**src/logic/mrx_regs.svh**
```systemverilog
`ifndef MRX_REGS_SVH
`define MRX_REGS_SVH
// ============================================================
// Register offsets on the bus.
`define MRX_OFF_CTRL 8'h00
`define MRX_OFF_STATUS 8'h04
`define MRX_OFF_PC 8'h08
`define MRX_OFF_AC 8'h0C
`define MRX_OFF_MQ 8'h10
`define MRX_OFF_IR 8'h14
`define MRX_OFF_MAR 8'h18
`define MRX_OFF_EA 8'h1C
// ============================================================
// Field positions and reset values.
`define MRX_CTRL_RUN_BIT 0
`define MRX_AC_LINK_BIT 12
`define MRX_RST_WORD 12'h000
// ============================================================
// Address and instruction layout.
`define MRX_PAGE_MSB 11
`define MRX_PAGE_LSB 7
`define MRX_OFFS_MSB 6
`define MRX_INDIRECT_POS 8
`define MRX_PAGESEL_POS 7
`define MRX_AUTO_LO 12'h008
`define MRX_AUTO_HI 12'h00F
// ============================================================
// Opcodes.
`define MRX_OP_AND 3'h0
`define MRX_OP_ADD 3'h1
`define MRX_OP_INCSKP 3'h2
`define MRX_OP_DEPCLR 3'h3
`define MRX_OP_CALL 3'h4
`define MRX_OP_BRANCH 3'h5
`define MRX_OP_IOX 3'h6
`define MRX_OP_OPER 3'h7
// ============================================================
// State counts and clock periods per state.
`define MRX_ST_BASIC 5'h0A
`define MRX_ST_INCSKP 5'h10
`define MRX_ST_STORE 5'h0B
`define MRX_ST_IOX 5'h11
`define MRX_ST_OPER_LONG 5'h0F
`define MRX_ST_IND_EXTRA 5'h05
`define MRX_ST_AUTO_EXTRA 5'h06
`define MRX_CLK_PER_STATE 2
`endif
```
**src/logic/mrx_pkg.sv**
```systemverilog
// ============================================================
// Shared types.
package mrx_pkg;
    typedef enum {
        MRX_IDLE, MRX_FETCH, MRX_PTR, MRX_AUTOWR, MRX_EXEC, MRX_OPRD, MRX_OPWR, MRX_PAD
    } mrx_state_t;
    typedef struct packed {
        logic valid;
        logic write;
        logic [11:0] addr;
        logic [11:0] wdata;
    } mrx_mem_req_t;
    typedef struct packed {
        logic ack;
        logic [11:0] rdata;
    } mrx_mem_rsp_t;
endpackage : mrx_pkg

```
**src/logic/mrx_mem_ref_exec.sv**
```systemverilog
// The register offsets and the APB slave port were left to the implementer.
`timescale 1ns/1ps
`default_nettype none
`include "mrx_regs.svh"
module mrx_mem_ref_exec
(
    input wire logic clk,
    input wire logic srst,
    input wire logic psel,
    input wire logic penable,
    input wire logic pwrite,
    input wire logic [7:0] paddr,
    input wire logic [31:0] pwdata,
    output logic [31:0] prdata,
    output logic pready,
    output logic pslverr,
    output mrx_pkg::mrx_mem_req_t mem_req,
    input wire mrx_pkg::mrx_mem_rsp_t mem_rsp
);
    // ============================================================
    // Helper functions.
    // Opcode field of an instruction word.
    function automatic logic [2:0] op_of(input logic [11:0] w);
        op_of = w[11:9];
    endfunction : op_of

    // Direct address from the operand field and the current page, or page zero when the page bit is clear.
    // page and offset
    function automatic logic [11:0] direct_ea(input logic [11:0] w, input logic [11:0] memory_address_reg);
        if (w[`MRX_PAGESEL_POS])
            direct_ea = {memory_address_reg[`MRX_PAGE_MSB:`MRX_PAGE_LSB], w[`MRX_OFFS_MSB:0]};
        else
            direct_ea = {5'h00, w[`MRX_OFFS_MSB:0]};
    endfunction : direct_ea

    // True for the autoindexed pointer locations.
    function automatic logic is_auto(input logic [11:0] a);
        is_auto = (a >= `MRX_AUTO_LO) && (a <= `MRX_AUTO_HI);
    endfunction : is_auto

    // Number of states that an instruction occupies.
    function automatic logic [4:0] states_for(input logic [11:0] w, input logic [11:0] ea);
        logic [4:0] base;
        base = `MRX_ST_BASIC;
        unique case (op_of(w))
            `MRX_OP_INCSKP: base = `MRX_ST_INCSKP;
            `MRX_OP_DEPCLR, `MRX_OP_CALL: base = `MRX_ST_STORE;
            `MRX_OP_IOX: base = `MRX_ST_IOX;
            `MRX_OP_OPER:
            begin
                if (!w[`MRX_INDIRECT_POS] && (w[3:1] != 3'h0))
                    base = `MRX_ST_OPER_LONG;
            end
            default: base = `MRX_ST_BASIC;
        endcase
        if (op_of(w) < `MRX_OP_IOX && w[`MRX_INDIRECT_POS])
        begin
            if (is_auto(ea))
                base = base + `MRX_ST_AUTO_EXTRA;
            else
                base = base + `MRX_ST_IND_EXTRA;
        end
        states_for = base;
    endfunction : states_for

    // Read or write request words.
    function automatic mrx_pkg::mrx_mem_req_t mreq(input logic wr, input logic [11:0] a,
                                                   input logic [11:0] d);
        mreq = '{valid: 1'b1, write: wr, addr: a, wdata: d};
    endfunction : mreq

    // ============================================================
    // State.
    mrx_pkg::mrx_state_t state_r;
    mrx_pkg::mrx_mem_req_t mem_req_r;
    logic [11:0] pc_r;
    logic [11:0] ac_r;
    logic link_r;
    logic [11:0] mq_r;
    logic [11:0] mar_r;
    logic [11:0] ir_r;
    logic [11:0] ea_r;
    logic [4:0] budget_r;
    logic [7:0] cnt_r;
    logic run_r;
    logic [31:0] prdata_r;
    logic pready_r;
    logic pslverr_r;
    logic apb_wr;
    logic reg_hit;
    logic [11:0] fetch_ea;
    logic [12:0] add_sum;
    logic [11:0] rd_inc;
    logic [7:0] pad_end;

    assign apb_wr = psel && penable && pwrite && pready_r;
    assign reg_hit = (paddr[1:0] == 2'h0) && (paddr <= `MRX_OFF_EA);
    assign fetch_ea = direct_ea(mem_rsp.rdata, mar_r);
    assign add_sum = {1'b0, ac_r} + {1'b0, mem_rsp.rdata};
    assign rd_inc = mem_rsp.rdata + 12'h001;
    assign pad_end = 8'({budget_r, 1'b0}) - 8'h02;

    // ============================================================
    // Bus slave: one wait state, then data and error from flops.
    always_ff @(posedge clk)
    begin
        if (srst)
        begin
            pready_r <= 1'b0;
            prdata_r <= 32'h0000_0000;
            pslverr_r <= 1'b0;
        end
        else
        begin
            pready_r <= psel && penable && !pready_r;
            if (psel && penable && !pready_r)
            begin
                pslverr_r <= !reg_hit;
                prdata_r <= 32'h0000_0000;
                unique case (paddr)
                    `MRX_OFF_CTRL: prdata_r <= {31'h0, run_r};
                    `MRX_OFF_STATUS: prdata_r <= {23'h0, budget_r, link_r, 2'h0,
                                                 state_r != mrx_pkg::MRX_IDLE};
                    `MRX_OFF_PC: prdata_r <= {20'h0, pc_r};
                    `MRX_OFF_AC: prdata_r <= {19'h0, link_r, ac_r};
                    `MRX_OFF_MQ: prdata_r <= {20'h0, mq_r};
                    `MRX_OFF_IR: prdata_r <= {20'h0, ir_r};
                    `MRX_OFF_MAR: prdata_r <= {20'h0, mar_r};
                    `MRX_OFF_EA: prdata_r <= {20'h0, ea_r};
                    default: prdata_r <= 32'h0000_0000;
                endcase
            end
        end
    end

    // Run control and the software-only quotient register.
    always_ff @(posedge clk)
    begin
        if (srst)
        begin
            run_r <= 1'b0;
            mq_r <= `MRX_RST_WORD;
        end
        else if (apb_wr)
        begin
            if (paddr == `MRX_OFF_CTRL)
                run_r <= pwdata[`MRX_CTRL_RUN_BIT];
            if (paddr == `MRX_OFF_MQ)
                mq_r <= pwdata[11:0];
        end
    end

    // ============================================================
    // Cycle counter from the start of each instruction.
    // two clocks per state
    always_ff @(posedge clk)
    begin
        if (srst)
            cnt_r <= 8'h00;
        else if (state_r == mrx_pkg::MRX_IDLE)
            cnt_r <= 8'h00;
        else if (cnt_r != 8'hFF)
            cnt_r <= cnt_r + 8'h01;
    end

    // ============================================================
    // Instruction sequencer and datapath.
    always_ff @(posedge clk)
    begin
        if (srst)
        begin
            state_r <= mrx_pkg::MRX_IDLE;
            mem_req_r <= '0;
            pc_r <= `MRX_RST_WORD;
            ac_r <= `MRX_RST_WORD;
            link_r <= 1'b0;
            mar_r <= `MRX_RST_WORD;
            ir_r <= `MRX_RST_WORD;
            ea_r <= `MRX_RST_WORD;
            budget_r <= 5'h00;
        end
        else
        begin
            unique case (state_r)
                mrx_pkg::MRX_IDLE:
                begin
                    if (run_r)
                    begin
                        mar_r <= pc_r;
                        pc_r <= pc_r + 12'h001;
                        mem_req_r <= mreq(1'b0, pc_r, 12'h000);
                        state_r <= mrx_pkg::MRX_FETCH;
                    end
                    else if (apb_wr && paddr == `MRX_OFF_PC)
                        pc_r <= pwdata[11:0];
                    else if (apb_wr && paddr == `MRX_OFF_AC)
                    begin
                        ac_r <= pwdata[11:0];
                        link_r <= pwdata[`MRX_AC_LINK_BIT];
                    end
                end
                mrx_pkg::MRX_FETCH:
                begin
                    if (mem_rsp.ack)
                    begin
                        ir_r <= mem_rsp.rdata;
                        budget_r <= states_for(mem_rsp.rdata, fetch_ea);
                        ea_r <= fetch_ea;
                        mem_req_r <= '0;
                        if (op_of(mem_rsp.rdata) >= `MRX_OP_IOX)
                            state_r <= mrx_pkg::MRX_PAD;
                        else if (mem_rsp.rdata[`MRX_INDIRECT_POS])
                        begin
                            mem_req_r <= mreq(1'b0, fetch_ea, 12'h000);
                            state_r <= mrx_pkg::MRX_PTR;
                        end
                        else
                            state_r <= mrx_pkg::MRX_EXEC;
                    end
                end
                mrx_pkg::MRX_PTR:
                begin
                    if (mem_rsp.ack)
                    begin
                        if (is_auto(ea_r))
                        begin
                            ea_r <= rd_inc;
                            mem_req_r <= mreq(1'b1, ea_r, rd_inc);
                            state_r <= mrx_pkg::MRX_AUTOWR;
                        end
                        else
                        begin
                            ea_r <= mem_rsp.rdata;
                            mem_req_r <= '0;
                            state_r <= mrx_pkg::MRX_EXEC;
                        end
                    end
                end
                mrx_pkg::MRX_AUTOWR:
                begin
                    if (mem_rsp.ack)
                    begin
                        mem_req_r <= '0;
                        state_r <= mrx_pkg::MRX_EXEC;
                    end
                end
                mrx_pkg::MRX_EXEC:
                begin
                    unique case (op_of(ir_r))
                        `MRX_OP_AND, `MRX_OP_ADD, `MRX_OP_INCSKP:
                        begin
                            mem_req_r <= mreq(1'b0, ea_r, 12'h000);
                            state_r <= mrx_pkg::MRX_OPRD;
                        end
                        `MRX_OP_DEPCLR:
                        begin
                            mem_req_r <= mreq(1'b1, ea_r, ac_r);
                            state_r <= mrx_pkg::MRX_OPWR;
                        end
                        `MRX_OP_CALL:
                        begin
                            mem_req_r <= mreq(1'b1, ea_r, pc_r);
                            state_r <= mrx_pkg::MRX_OPWR;
                        end
                        default:
                        begin
                            pc_r <= ea_r;
                            state_r <= mrx_pkg::MRX_PAD;
                        end
                    endcase
                end
                mrx_pkg::MRX_OPRD:
                begin
                    if (mem_rsp.ack)
                    begin
                        mem_req_r <= '0;
                        state_r <= mrx_pkg::MRX_PAD;
                        unique case (op_of(ir_r))
                            `MRX_OP_AND: ac_r <= ac_r & mem_rsp.rdata;
                            `MRX_OP_ADD:
                            begin
                                ac_r <= add_sum[11:0];
                                link_r <= link_r ^ add_sum[12];
                            end
                            default:
                            begin
                                mem_req_r <= mreq(1'b1, ea_r, rd_inc);
                                state_r <= mrx_pkg::MRX_OPWR;
                                if (rd_inc == 12'h000)
                                    pc_r <= pc_r + 12'h001;
                            end
                        endcase
                    end
                end
                mrx_pkg::MRX_OPWR:
                begin
                    if (mem_rsp.ack)
                    begin
                        mem_req_r <= '0;
                        state_r <= mrx_pkg::MRX_PAD;
                        if (op_of(ir_r) == `MRX_OP_DEPCLR)
                            ac_r <= 12'h000;
                        if (op_of(ir_r) == `MRX_OP_CALL)
                            pc_r <= ea_r + 12'h001;
                    end
                end
                mrx_pkg::MRX_PAD:
                begin
                    if (cnt_r >= pad_end)
                        state_r <= mrx_pkg::MRX_IDLE;
                end
            endcase
        end
    end

    // ============================================================
    // Outputs straight from flops.
    assign prdata = prdata_r;
    assign pready = pready_r;
    assign pslverr = pslverr_r;
    assign mem_req = mem_req_r;
endmodule : mrx_mem_ref_exec
`default_nettype wire

```
**config.mk**
```make
export PLATFORM = sky130hd
export DESIGN_NAME = mrx_mem_ref_exec
export DESIGN_NICKNAME = d
export VERILOG_FILES = /design/src/logic/mrx_pkg.sv /design/src/logic/mrx_mem_ref_exec.sv
export VERILOG_INCLUDE_DIRS = /design/src /design/src/logic
export SDC_FILE = /design/constraint.sdc
export NUM_CORES = 1
export LEC_CHECK = 0
export BUFFER_PORTS_ARGS = -buffer_cell sky130_fd_sc_hd__buf_2
export CORE_MARGIN = 4
export CORE_UTILIZATION = 33
export CTS_CLUSTER_SIZE = 24
export DETAILED_ROUTE_END_ITERATION = 8
export SLEW_MARGIN = 0
export SYNTH_ARGS = -nofsm -noshare
export SYNTH_HDL_FRONTEND = slang
export SYNTH_SLANG_ARGS = --single-unit
```
**constraint.sdc**
```tcl
create_clock -name clk -period 5.8 [get_ports clk]
set_input_delay 0.87 -clock clk [delete_from_list [all_inputs] [get_ports clk]]
set_output_delay 0.87 -clock clk [all_outputs]
set_load 0.02 [all_outputs]
```
==> results of run 1 <==
Yosys cell counts (6+ instances only):
cell      instances
o221ai_1         12
and2_1            8
a211oi_1         35
inv_1            24
a31oi_1          11
nand2_1         128
mux4_2            8
nor3_1           36
nor4_1            6
nor2_1          134
o31ai_1           7
a222oi_1         12
dfxtp_1         131
a311oi_1          6
nor2b_1          11
o211ai_1         10
a21oi_1          77
mux2_2            9
and3_1            9
or3_1            11
o22ai_1          10
a22oi_1          40
ha_1             31
clkbuf_1         86
nand3_1          38
xnor2_1          25
buf_1             8
mux2i_1          31
o21ai_0          69
xor2_1           16
a21o_1            7
buf_4            21
o21a_1            9
nand4_1          16
final timing paths:
path,start,end
setup / recovery,paddr[5],ac_r[8]
hold / removal,mar_r[6],mar_r[6]
hold reg to reg,mar_r[6],mar_r[6]
setup reg to reg,state_r[2],ac_r[8]
report_power, final:
group	switching (mW)	internal (mW)	total, mW
Clock	0.432	0.696	1.13
Combinational	1.00	0.579	1.58
Sequential	0.341	1.07	1.41
Total	1.77	2.34	4.12
worst max-delay path: cells and delay by family:
| family | cells | cell delay, ns |
|---|---|---|
| simple gates | 3 | 1.46 |
| compound gates | 3 | 1.28 |
| buf+inv | 1 | 0.11 |
sequential cells by signal, summed over array words and instances, names as in the netlist:
signal,flops
ir_r,12
mem_req,26
prdata,13
pc_r,12
mar_r,12
budget_r,5
ac_r,12
pslverr,1
cnt_r,8
run_r,1
ea_r,12
link_r,1
pready,1
mq_r,12
state_r,3
per-stage QoR:
step / worst slack (ns) / hold WS, ns / utilization / total power, mW
6_report: 2.40 / 0.456 / 0.379 / 4.12
5_1_grt: 2.24 / 0.473 / 0.379 / 4.33
4_1_cts: 2.42 / 0.458 / 0.379 / 4.08
3_5_place_dp: 1.97 / 0.450 / 0.356 / 2.96
3_3_place_gp: 1.98 / 0.440 / 0.356 / 2.94
2_1_floorplan: 2.78 / 0.433 / - / 2.48
logic make-up (layout without fill, tap and decap cells):
group | Yosys count | after routing | share of synthesized area
simple gates | 420 | 420 | 0.215
fa+ha+maj | 32 | 32 | 0.0458
xor+xnor | 41 | 41 | 0.0403
mux | 48 | 48 | 0.0665
compound gates | 348 | 348 | 0.268
buf+inv | 142 | 146 | 0.0698
flops | 131 | 131 | 0.295
other cells | 1 | 19 | 0.000421
area by class of cell:
type	instances	area (um2)	share of cell area
timing repair buffer	91	488	0.0490
tap	335	419	0.0421
clock buffer	19	453	0.0455
sequential	131	2620	0.263
inverter	24	90.1	0.00904
clock inverter	12	156	0.0157
multi-input combinational	908	5730	0.575
per-layer routing:
layer,vias up,track usage,share of wire
met5,-,0,0.00040
met2,446,0.334,0.45
met4,2,0.0954,0.044
li1,4255,-,-
met1,4322,0.285,0.41
met3,86,0.0432,0.095
==> out/qor.csv, run 1 <==
stage;metric;value;unit
yosys;yosysWarnings;0;
global_route;grt_max_degree;68;
yosys;syn_avg_cell_area;7.66;um2
global_route;grt_pass1_vias;8258;
clock_network;cts-htree-levels;4;
yosys;syn_inst;1163;
global_route;grt_use_total;0.213;
timing;period_share;0.587;
clock_network;cts_tree;done;
cells_and_area;final_area;9960;um2
critical_path;slowest_delay;0.92;ns
yosys;synth_cell_types;74;
clock_network;cts_resized;0;
critical_path;r2r_cells;7;
cells_and_area;drive_above_1_share;0.130;
timing;max_freq;294;MHz
yosys;ys.flop_type;dfxtp_1;
drt;vias;9111;
critical_path;crit_chain;buf_2, or4_1, or4_4, a221oi_4, nand2_1, a31o_2, o211a_1;
cells_and_area;mostFrequentLayoutCells;nor2_1, dfxtp_1, nand2_1;
cells_and_area;final_common_cell;nor2_1;
timing;slew_headroom;0.251;
power;power_density;413;nW/um2
placement;placed_cell_area;9350;um2
critical_path;cp_slowest_cell;a221oi_4;
drt;dr.pass1.iters;7;
timing;worstMarginPinSlew;1.12;ns
yosys;yosys-top-cells-area;dfxtp_1, nor2_1, nand2_1;
clock_network;cts.sinks;131;
cells_and_area;antenna_cells;0;
drt;wl_per_cell;21.2;um
critical_path;critPathKind;in2reg;
drt;viasPerCell;5.99;
clock_network;clockRootBuffer;clkbuf_16;
drt;drt-total-wl;32200;um
cells_and_area;finalNonFillerCells;1520;
timing;skew;0.0108;ns
critical_path;end_kind;flop;
floorplan;die-width;172;um
yosys;yosysTopAreaCellShare;0.295;
global_route;grt_overflow;0;
cells_and_area;areaGrowthSynthToFinish;11.9;%
timing;setup_tns;0;ns
clock_network;cts_buffers;17;
critical_path;cp_max_fo;24;
yosys;yosys_register_bits;131;
floorplan;dieArea;29700;um2
clock_network;clkLatencyLatePin;0.43;ns
critical_path;arrival;3.73;ns
placement;dp_cells;1489;
clock_network;hold_buffers;0;
drt;remaining_drc_errors;0;
yosys;post-synth-top-area-cell;dfxtp_1;
global_route;antenna_found_initial;1;
floorplan;die_h;172;um
critical_path;start_kind;input port;
power;ir_drop;0.294;mV
cells_and_area;fillers;2729;
floorplan;start_util;0.339;
floorplan;placeableCoreArea;26300;um2
worst_hold_path;hp-class;reg2reg;
drt;drt_iter0_drc;1183;
yosys;synth_area;8900;um2
timing;finalMaxSlewViolations;0;
drt;antenna_left;0;
yosys;seq_area_frac_synth;0.295;
timing;setup_viol;0;
cells_and_area;nNetsFinal;1263;
outcome;outcome;completed;
flow_run;maxCapViolCount;0;
worst_hold_path;whs_path_depth;2;
critical_path;worst_ep_required_time;6.12;ns
timing;rsz0062_at_grt;no;
global_route;grt_pass1_wl;48800;um
yosys;async_reset_ff_frac;0;
placement;dp_hpwl;23500;um
placement;place_congestion;0.920;
floorplan;rows;59;
timing;hold_viol;0;
critical_path;worst-r2r-setup-slack;2.83;ns
clock_network;cts_setup_buffers;0;
clock_network;clkTransAtPathRegs;0.06;ns
power;leakagePower;3.62;nW
yosys;synth-edff-count;0;
timing;period_minus_slack;3.40;ns
floorplan;io_pins;118;
clock_network;cts.path.max_buffers;2;
placement;io_buffers;79;
(Power assumes the default switching activity.)
==> run 2: changes to the inputs <==
clock period = 2.9 ns   (was 5.8 ns; I/O delays follow)
==> out/qor.csv, run 2 (same netlist as run 1, synthesis figures left out) <==
stage;metric;value;unit
outcome;outcome;completed;
clock_network;cts_setup_buffers;0;
critical_path;end_kind;flop;
cells_and_area;mostFrequentLayoutCells;nor2_1, dfxtp_1, nand2_1;
clock_network;cts_buffers;17;
timing;setup_tns;0;ns
clock_network;cts.sinks;131;
clock_network;cts_resized;0;
critical_path;slowest_delay;0.44;ns
global_route;met3_usage;0.0405;
cells_and_area;largest_reg_flops;26;
critical_path;arrival;2.99;ns
timing;worstMarginPinSlew;1.33;ns
floorplan;start_util;0.339;
critical_path;worst_ep_required_time;3.21;ns
critical_path;cp_slowest_cell;or3b_2;
drt;drt_iter0_drc;1172;
clock_network;hold_buffers;0;
cells_and_area;areaGrowthSynthToFinish;16.4;%
global_route;antenna_found_initial;1;
timing;rsz0062_at_grt;no;
clock_network;cts.path.max_buffers;2;
critical_path;path_buf_inv;1;
drt;drt-total-wl;34100;um
drt;viasPerCell;6.09;
cells_and_area;drive_above_1_share;0.165;
global_route;grt_use_total;0.226;
timing;slew_headroom;0.111;
clock_network;clockRootBuffer;clkbuf_16;
worst_hold_path;hp-class;in2reg;
clock_network;cts-htree-levels;4;
critical_path;cp_max_fo;4;
power;finalPower;8.58;mW
critical_path;critPathKind;reg2reg;
critical_path;crit_chain;ha_1, inv_1, fa_1, nor2b_1, o2111ai_1, a21oi_1, o211ai_1, nand3_1, or3b_2;
placement;place_congestion;0.998;
global_route;grt_overflow;0;
drt;antenna_left;0;
cells_and_area;final_area;10400;um2
clock_network;clkLatencyLatePin;0.43;ns
global_route;met2_usage;0.347;
cells_and_area;nNetsFinal;1312;
flow_run;maxCapViolCount;0;
global_route;grt_max_degree;61;
drt;dr.pass1.iters;6;
cells_and_area;final_common_cell;nor2_1;
drt;wl_per_cell;21.7;um
cells_and_area;finalNonFillerCells;1570;
placement;dp_hpwl;25200;um
timing;period_minus_slack;2.67;ns
placement;dp_cells;1538;
clock_network;clkTransAtPathRegs;0.06;ns
timing;skew;0.0128;ns
power;ir_drop;0.562;mV
critical_path;path_delay_family;compound AO/OA/AOI/OAI gates;
power;power_density;828;nW/um2
placement;io_buffers;79;
drt;remaining_drc_errors;0;
timing;max_freq;374;MHz
cells_and_area;multi_input_area;5730;um2
timing;timing.hold.ws;0.300;ns
floorplan;dieArea;29700;um2
cells_and_area;regArea;2620;um2
floorplan;placeableCoreArea;26300;um2
cells_and_area;antenna_cells;0;
timing;period_share;0.922;
timing;setup_viol;0;
drt;vias;9558;
clock_network;cts_tree;done;
floorplan;rows;59;
timing;finalMaxSlewViolations;0;
global_route;grt_pass1_wl;51400;um
cells_and_area;fin_util;0.394;
critical_path;start_kind;flop;
global_route;grt.busiest_layer;met2;
floorplan;die-width;172;um
timing;hold_viol;0;
placement;placed_cell_area;9750;um2
placement;post-place-ws;0.0759;ns
global_route;grt_pass1_vias;8798;
cells_and_area;fillers;2699;
timing;setup_slack;0.225;ns
power;leakagePower;3.88;nW
global_route;grtUsageMet1;0.303;
floorplan;io_pins;118;
floorplan;die_h;172;um
[run 2: cell types whose count changed in the layout (fill, tap and decap cells not counted)]
cell,before,now
o21ai_0,68,69
clkinvlp_4,4,1
clkbuf_8,2,0
inv_6,1,4
buf_12,0,2
o21ai_1,1,0
inv_8,0,3
buf_4,13,60
[run 2: layout make-up]
cell class                      instances  share of cell area
Inverter                               24             0.00869
Multi-Input combinational cell        908               0.553
Clock buffer                           17              0.0410
Sequential cell                       131               0.253
Tap cell                              335              0.0404
Clock inverter                         15              0.0187
Timing Repair Buffer                  140              0.0850
[run 2: power by group]
part	total (mW)	internal (mW)	switching [mW]	leakage (nW)
Clock	2.32	1.38	0.938	0.304
Sequential	2.75	2.14	0.612	1.07
Combinational	3.52	1.36	2.16	2.51
Total	8.58	4.87	3.71	3.88
[run 2: routing by layer]
layer	up-vias	wire length [um]
met1	4551	14000
li1	4364	-
met2	529	15200
met4	2	1880
met3	112	3070
met5	-	13
[run 2: worst min-delay path: stages]
cell and delay (ns):
buf_2 0.12, mux2i_1 0.07, nor2_1 0.07
[run 2: path summary, 6_finish.rpt]
kind,startpoint,endpoint,slack (ns),cells after the start
min,pwdata[11],mq_r[11],0.30,3
max reg2reg,ac_r[0],link_r,0.23,9
min reg2reg,prdata[0],prdata[0],0.45,2
max,ac_r[0],link_r,0.23,9
